File: config.mk
export PLATFORM = sky130hd
export DESIGN_NAME = port_access_strobe_logic
export DESIGN_NICKNAME = d
export VERILOG_FILES = /design/src/shared/port_strobe_pkg.sv /design/src/port_access_strobe_logic.sv
export SDC_FILE = /design/constraint.sdc
export NUM_CORES = 1
export LEC_CHECK = 0
export BUFFER_PORTS_ARGS = -buffer_cell sky130_fd_sc_hd__buf_4
export CAP_MARGIN = 20
export CELL_PAD_IN_SITES_DETAIL_PLACEMENT = 0
export CELL_PAD_IN_SITES_GLOBAL_PLACEMENT = 1
export CORE_UTILIZATION = 34
export CTS_CLUSTER_SIZE = 28
export DETAILED_ROUTE_END_ITERATION = 16
export GPL_TIMING_DRIVEN = 1
export PLACE_DENSITY = 0.74
export SETUP_SLACK_MARGIN = 0.15
export SLEW_MARGIN = 20
export SYNTH_ARGS = -nofsm -noshare
export SYNTH_HDL_FRONTEND = slang
export SYNTH_SLANG_ARGS = --single-unit
File: constraint.sdc
create_clock -name clock -period 1.5 [get_ports clock]
set_clock_uncertainty 0.2 [all_clocks]
set_input_delay 0.3 -clock clock [delete_from_list [all_inputs] [get_ports clock]]
set_output_delay 0.3 -clock clock [all_outputs]
set_load 0.02 [all_outputs]
File: src/shared/port_strobe_pkg.sv
package port_strobe_pkg;
  // port width
  localparam int PORT_W = 8;
  localparam int ADDR_W = 16;
  localparam int STRETCH_W = 3;
  // cpu clock output period in ns, strobe timing in cpu clock cycles
  localparam int CLOCK_PERIOD_NS = 40;
  localparam int STROBE_CYCLES = 2;
  localparam int WR_LEAD_CYCLES = 2;
  localparam int RD_LEAD_CYCLES = 3;
  // shift lengths derived from the lead and width figures
  localparam int WR_SHIFT_LEN = WR_LEAD_CYCLES + STROBE_CYCLES;
  localparam int RD_SHIFT_LEN = RD_LEAD_CYCLES + STROBE_CYCLES;
  // interface clock ceiling
  localparam int INTF_CLOCK_MAX_HZ = 48000000;
  // reset values
  localparam logic [7:0] PORT_OUT_RST = 8'h00;
  localparam logic STROBE_IDLE = 1'b1;

  // external data memory request
  typedef struct packed {
    logic valid;
    logic write;
    logic ptr_two;
    logic prog_fetch;
    logic [ADDR_W-1:0] addr;
  } xmem_req_t;

  // active-low strobe pins
  typedef struct packed {
    logic rd_b;
    logic wr_b;
  } strobe_pins_t;

  typedef enum logic [1:0] {
    XM_IDLE = 2'b00,
    XM_SETUP = 2'b01,
    XM_STROBE = 2'b10,
    XM_HOLD = 2'b11
  } xmem_state_t;
endpackage : port_strobe_pkg

File: src/port_access_strobe_logic.sv
////////////////////////////////////////////////////////////////////////////////
// How it works
// - strobe pulses on third_io_port access only while port_strobe_enable is set
// - each port strobe stays low exactly two cpu clock cycles
// - write strobe goes low two cycles after port update, for two cycles
// - read returns pin state latched three cycles before read strobe
// - read strobe starts three cycles after the cpu read, lasts two
// - read strobe samples nothing; it only tells logic to fetch next byte
// - auto_pointer_one address driven only while a strobe is active
// - auto_pointer_two address held whole cycle, length follows stretch
// - stretch lengthens data memory accesses only, never program fetches
// - interface_clock never above 48 MHz
module port_access_strobe_logic
  import port_strobe_pkg::*;
#(
  parameter int INTF_CLOCK_HZ = 48000000
) (
  input wire logic clock,
  input wire logic rst_b,
  input wire logic port_strobe_enable,
  input wire logic port_wr,
  input wire logic [PORT_W-1:0] port_wr_data,
  input wire logic [PORT_W-1:0] port_dir,
  input wire logic port_rd,
  output logic [PORT_W-1:0] port_rd_data,
  input wire logic [PORT_W-1:0] port_pin_in,
  output logic [PORT_W-1:0] port_pin_out,
  output logic [PORT_W-1:0] port_pin_oe,
  input wire xmem_req_t xmem_req,
  input wire logic [STRETCH_W-1:0] stretch,
  output logic xmem_ready,
  output logic [ADDR_W-1:0] addr_bus,
  output logic addr_oe,
  output strobe_pins_t strobes
);

  //////////////////////////////////////////////////////////////////////////////
  // pin synchroniser and filter
  logic [PORT_W-1:0] pin_s1_r;
  logic [PORT_W-1:0] pin_s2_r;
  logic [PORT_W-1:0] pin_s3_r;
  logic [PORT_W-1:0] pin_val_r;

  // three stages, value moves once stages two and three agree
  always_ff @(posedge clock) begin
    if (!rst_b) begin
      pin_s1_r <= '0;
      pin_s2_r <= '0;
      pin_s3_r <= '0;
    end else begin
      pin_s1_r <= port_pin_in;
      pin_s2_r <= pin_s1_r;
      pin_s3_r <= pin_s2_r;
    end
  end

  // per-bit agreement filter
  for (genvar i = 0; i < PORT_W; i++) begin : g_filter
    always_ff @(posedge clock) begin
      if (!rst_b) begin
        pin_val_r[i] <= 1'b0;
      end else if (pin_s2_r[i] == pin_s3_r[i]) begin
        pin_val_r[i] <= pin_s3_r[i];
      end
    end
  end

  //////////////////////////////////////////////////////////////////////////////
  // port output and read latch
  always_ff @(posedge clock) begin
    if (!rst_b) begin
      port_pin_out <= PORT_OUT_RST;
      port_pin_oe <= '0;
    end else begin
      port_pin_oe <= port_dir;
      if (port_wr) begin
        port_pin_out <= port_wr_data;
      end
    end
  end

  // latch at read
  // the byte is caught at the read itself, three cycles ahead of the strobe
  always_ff @(posedge clock) begin
    if (!rst_b) begin
      port_rd_data <= '0;
    end else if (port_rd) begin
      port_rd_data <= pin_val_r;
    end
  end

  //////////////////////////////////////////////////////////////////////////////
  // port strobe timing shifters
  logic [WR_SHIFT_LEN-2:0] wr_sh_r;
  logic [RD_SHIFT_LEN-2:0] rd_sh_r;
  logic port_wr_low_r;
  logic port_rd_low_r;

  // gate by enable
  // bit 0 marks the cycle the port output updates or the byte is latched
  always_ff @(posedge clock) begin
    if (!rst_b) begin
      wr_sh_r <= '0;
      rd_sh_r <= '0;
    end else begin
      wr_sh_r <= {wr_sh_r[WR_SHIFT_LEN-3:0], port_wr & port_strobe_enable};
      rd_sh_r <= {rd_sh_r[RD_SHIFT_LEN-3:0], port_rd & port_strobe_enable};
    end
  end

  // no sampling on strobe
  // registered low windows of STROBE_CYCLES after the lead
  always_ff @(posedge clock) begin
    if (!rst_b) begin
      port_wr_low_r <= 1'b0;
      port_rd_low_r <= 1'b0;
    end else begin
      port_wr_low_r <= |wr_sh_r[WR_SHIFT_LEN-2:WR_LEAD_CYCLES-1];
      port_rd_low_r <= |rd_sh_r[RD_SHIFT_LEN-2:RD_LEAD_CYCLES-1];
    end
  end

  //////////////////////////////////////////////////////////////////////////////
  // external data memory cycle
  xmem_state_t xm_state_r;
  xmem_state_t xm_state_nxt;
  xmem_req_t xm_req_r;
  logic [STRETCH_W-1:0] xm_cnt_r;
  logic [STRETCH_W-1:0] xm_len_r;

  assign xmem_ready = (xm_state_r == XM_IDLE);

  // next state
  always_comb begin
    xm_state_nxt = xm_state_r;
    unique case (xm_state_r)
      XM_IDLE: begin
        if (xmem_req.valid) begin
          xm_state_nxt = XM_SETUP;
        end
      end
      XM_SETUP: xm_state_nxt = XM_STROBE;
      XM_STROBE: begin
        if (xm_cnt_r == xm_len_r) begin
          xm_state_nxt = XM_HOLD;
        end
      end
      XM_HOLD: xm_state_nxt = XM_IDLE;
    endcase
  end

  // stretch for data only
  // program fetches always run the shortest strobe
  always_ff @(posedge clock) begin
    if (!rst_b) begin
      xm_state_r <= XM_IDLE;
      xm_req_r <= '0;
      xm_len_r <= '0;
      xm_cnt_r <= '0;
    end else begin
      xm_state_r <= xm_state_nxt;
      if (xmem_ready && xmem_req.valid) begin
        xm_req_r <= xmem_req;
        xm_len_r <= xmem_req.prog_fetch ? '0 : stretch;
      end
      if (xm_state_r == XM_STROBE) begin
        xm_cnt_r <= xm_cnt_r + 1'b1;
      end else begin
        xm_cnt_r <= '0;
      end
    end
  end

  logic xm_strobe;
  assign xm_strobe = (xm_state_r == XM_STROBE);

  always_comb begin
    addr_bus = xm_req_r.addr;
    addr_oe = 1'b0;
    if (xm_state_r != XM_IDLE) begin
      addr_oe = xm_req_r.ptr_two ? 1'b1 : xm_strobe;
    end
  end

  //////////////////////////////////////////////////////////////////////////////
  // strobe pins
  // active low, idle high
  always_comb begin
    strobes.rd_b = ~(port_rd_low_r | (xm_strobe & ~xm_req_r.write));
    strobes.wr_b = ~(port_wr_low_r | (xm_strobe & xm_req_r.write));
  end

  //////////////////////////////////////////////////////////////////////////////
  // checks
  a_interface_clock_ceiling:
    assert property (@(posedge clock) INTF_CLOCK_HZ <= INTF_CLOCK_MAX_HZ)
    else $error("interface clock above ceiling");

  a_wr_strobe_lead:
    assert property (@(posedge clock) disable iff (!rst_b)
      (port_wr && port_strobe_enable && xmem_ready && !xmem_req.valid)
      |-> ##3 !strobes.wr_b ##1 !strobes.wr_b)
    else $error("write strobe not low cycles three and four");

  a_rd_strobe_lead:
    assert property (@(posedge clock) disable iff (!rst_b)
      (port_rd && port_strobe_enable && xmem_ready && !xmem_req.valid)
      |-> ##1 strobes.rd_b[*3] ##1 !strobes.rd_b ##1 !strobes.rd_b)
    else $error("read strobe not low cycles four and five");

  a_strobe_width:
    assert property (@(posedge clock) disable iff (!rst_b)
      $rose(port_wr_low_r) |=> port_wr_low_r ##1 (!port_wr_low_r || $past(wr_sh_r[0], 2)))
    else $error("write strobe width wrong");

  a_rd_strobe_width:
    assert property (@(posedge clock) disable iff (!rst_b)
      $rose(port_rd_low_r) |=> port_rd_low_r ##1 (!port_rd_low_r || $past(rd_sh_r[0], 3)))
    else $error("read strobe width wrong");

  a_disabled_quiet:
    assert property (@(posedge clock) disable iff (!rst_b)
      (!port_strobe_enable)[*6] |-> !port_wr_low_r && !port_rd_low_r)
    else $error("port strobe while disabled");

  a_rd_data_held:
    assert property (@(posedge clock) disable iff (!rst_b)
      port_rd |=> port_rd_data == $past(pin_val_r))
    else $error("read data not latched at read");

  a_ptr_one_addr:
    assert property (@(posedge clock) disable iff (!rst_b)
      (addr_oe && !xm_req_r.ptr_two) |-> (!strobes.rd_b || !strobes.wr_b))
    else $error("pointer one address outside strobe");

  a_ptr_two_addr:
    assert property (@(posedge clock) disable iff (!rst_b)
      (xm_state_r == XM_SETUP && xm_req_r.ptr_two) |-> addr_oe[*2])
    else $error("pointer two address dropped");

  a_prog_no_stretch:
    assert property (@(posedge clock) disable iff (!rst_b)
      (xm_state_r == XM_SETUP && xm_req_r.prog_fetch) |=> xm_strobe ##1 (xm_state_r == XM_HOLD))
    else $error("program fetch stretched");

  a_idle_high:
    assert property (@(posedge clock) disable iff (!rst_b)
      (xmem_ready && !port_wr_low_r && !port_rd_low_r) |-> strobes.rd_b && strobes.wr_b)
    else $error("strobe low with no access");

endmodule : port_access_strobe_logic

==> flow_summary.yaml <==
finish:
  syn_to_final_growth_pct: 63.5
  fin_nets: 509
  multi_input_area_um2: 1400
  diodes: 0
  regArea_um2: 1880
  drive_gt1_frac: 0.459
  instances_no_fill: 569
  nFillCells: 799
global_route:
  overflow: 0
  grt_pass1_vias: 2433
  grt_antenna_before_repair: 0
  grt.total_usage: 0.143
  grt_max_degree: 32
  grt_pass1_wl_um: 11000
setup_path:
  crit_start: "xm_state_r[0]$_SDFFE_PN0P_"
  start_kind: "register"
  rrSetupSlack_ps: -170
  required_ps: 1000
  r2r_end: "addr_bus[3]$_SDFFE_PN0P_"
  r2r_cells: 9
  critPathMaxFanout: 6
  critPathCaptureType: "output port"
  crit_path_end: "strobes[1]"
  cp.arrival_ps: 1200
  path_class: "reg -> out"
  reg2reg_from: "xm_state_r[0]$_SDFFE_PN0P_"
yosys:
  syn-num-nets: 369
  synthTopCellsByArea: "dfxtp_1 (57%), and2_1 (7.2%), nand2_1 (6.0%)"
  synth_largest_area_cell: "dfxtp_1"
  synth_top_area_share: 0.567
  syn_inst: 313
  synth_ff_type: "dfxtp_1"
  yosys_warnings: 0
  synth_edf_count: 0
  ys_async_sr_fraction: 0
  synth-seq-area-share: 0.567
  postSynthAreaPerCell_um2: 10.3
  ys_ff_latch: 91
  synthesis.area_um2: 3210
  synth.distinct_cells: 27
power_and_ir_drop:
  combPwrFrac: 0.328
  p_sw_frac: 0.295
  irDropWorstVdd_mv: 0.419
  power_frac_seq: 0.420
  power_density_nw_per_um2: 1250
  p_int_mw: 4.64
  power.total_mw: 6.57
  p_sw_mw: 1.94
  clockPowerShare: 0.252
  leakage_nw: 2.31
clock_tree:
  path_clk_slew_ps: 90
  cts_root_buf: "clkbuf_8"
  cts_inserted_buffers: 9
  clockBufferDepth: 2
  cts_sinks: 91
  worstSkewPairLatency_ps: 340
  h-tree-depth: 3
  cts_tree: "done"
timing:
  setup_tns_ps: -3400
  fmax_ghz: 0.590
  grt_setup_unrepaired: "true"
  period_minus_slack_ps: 1700
  setup-violations-final: 25
  tightest_slew_ps: 292
  hold_viol_final: 0
  slew_viol_final: 0
  worst_slack_ps: -196
  post-route-period-util: 1.13
  slew_headroom: 0.804
flow_run:
  drv_cap: 0
die:
  rows: 35
  die_w_um: 99.2
  ios: 96
  die_area_um2: 9850
  start_util: 0.350
  fp.coreArea_um2: 9200
  dieHeight_um: 99.2
worst_hold_path:
  hp-class: "in -> reg"
routing:
  ant_nets: 0
  num_vias: 2502
  drtIter0Drc: 72
  wirelength_um: 7120
  dr.pass1.iters: 4
  avgViaCountPerCell: 4.40
  routedWlPerCell_um: 12.5
  drc: 0
run_status:
  status: "finished with violations"
  violations: "setup timing"
place:
  dp_cells: 492
  port_buffers: 95
  hpwl_um: 3860
  globalplace.congestion: 0.647
logic make-up after synthesis:
logic type / share of synthesized area
buffers and inverters: 0.0654
AOI/OAI and AO/OA: 0.0965
DFF: 0.567
adders and majority gates: 0.0156
and+or+nand+nor: 0.195
muxes: 0.0498
xor gates and xnor gates: 0.0109
power by group through the flow:
stage | combinational, mW | clock [mW] | sequential (mW)
after floorplan | 0.836 | 0 | 2.76
after global placement | 1.19 | 0 | 2.75
after detailed placement | 1.21 | 0 | 2.76
after CTS | 1.84 | 1.74 | 2.73
after global routing | 2.30 | 1.87 | 2.78
final | 2.15 | 1.66 | 2.76
through the flow:
stage                util  hold slack (ps)  setup WS, ps  area (µm²)
finish              0.572             28.7          -196        5260
global route        0.572             48.4          -263        5260
floorplan               -              212           114        3260
CTS                 0.539            0.883          -219        4960
detailed placement  0.433              220          87.7        3990
global placement    0.433              215           103        3990
layer usage:
layer,GRT usage,part of all wire,vias up,wire length [µm]
met4,0.0520,0.010,0,73
met1,0.160,0.41,1151,2910
met2,0.252,0.53,71,3740
li1,-,-,1272,-
met5,0,0,-,0
met3,0.0471,0.056,8,398
Yosys cell counts (3+ instances only):
| library cell | count |
|---|---|
| clkbuf_1 | 8 |
| nand2_1 | 51 |
| and2_1 | 37 |
| a21boi_0 | 9 |
| dfxtp_1 | 91 |
| buf_4 | 17 |
| buf_2 | 6 |
| o21ai_0 | 9 |
| inv_1 | 3 |
| nand3b_1 | 3 |
| a21boi_1 | 20 |
| mux2i_1 | 16 |
| xor2_1 | 3 |
| and3_1 | 3 |
| nor2_1 | 4 |
| ha_1 | 4 |
| nor2b_1 | 16 |
cells in the final DEF, fill, tap and decap left out, drive strengths merged:
cell,count
xnor2,1
nor2b,17
nor4,1
and3,3
dlygate4sd3,42
xor2,3
ha,4
nor2,4
clkbuf,10
o21a,2
nor3,1
buf,119
nand3b,3
nand2,51
clkinv,1
o211ai,1
a21boi,29
a21oi,2
clkinvlp,2
o21ai,9
dfxtp,91
inv,5
and2,38
mux2i,16
bufinv,1
o31ai,2
cell type report:
type | count | share of cell area
clock buffers | 10 | 0.0243
clock inverters | 6 | 0.0136
well taps | 111 | 0.0264
inverters | 3 | 0.00309
flip-flops and latches | 91 | 0.357
multi-input cells | 187 | 0.266
repair buffers | 161 | 0.310
worst min-delay path by stage:
stage | start | endpoint | slack (ps) | cells past startpoint
2_1_floorplan | pin_s1_r[0]$_SDFF_PN0_ | pin_s2_r[0]$_SDFF_PN0_ | 210 | 1
6_report | port_wr_data[6] | port_pin_out[6]$_SDFFE_PN0P_ | 30 | 3
3_5_place_dp | pin_s1_r[7]$_SDFF_PN0_ | pin_s2_r[7]$_SDFF_PN0_ | 220 | 1
5_1_grt | port_wr_data[6] | port_pin_out[6]$_SDFFE_PN0P_ | 50 | 3
3_3_place_gp | pin_s1_r[2]$_SDFF_PN0_ | pin_s2_r[2]$_SDFF_PN0_ | 220 | 1
4_1_cts | port_wr_data[6] | port_pin_out[6]$_SDFFE_PN0P_ | 0.9 | 3
flip-flops by register name, summed over array words and instances, names as in the netlist, 4 cells and up:
name	count
addr_bus	16
pin_val_r	8
pin_s3_r	8
pin_s1_r	8
port_rd_data	8
pin_s2_r	8
rd_sh_r	4
port_pin_out	8
port_pin_oe	8
what timing repair did:
item,in CTS,in global routing
pin swaps,13,23
hold endpoints to repair,43,0
setup endpoints to repair,48,65
cloned,4,0
buffers inserted,8,7
gates resized for setup,70,69
hold buffers,42,0
critical path: stages, from the launching register on:
cell     delay (ps)
dfxtp_4         380
inv_4            50
ha_4            180
a21oi_4         120
buf_6           130
Power figures use the tool's default switching activity.
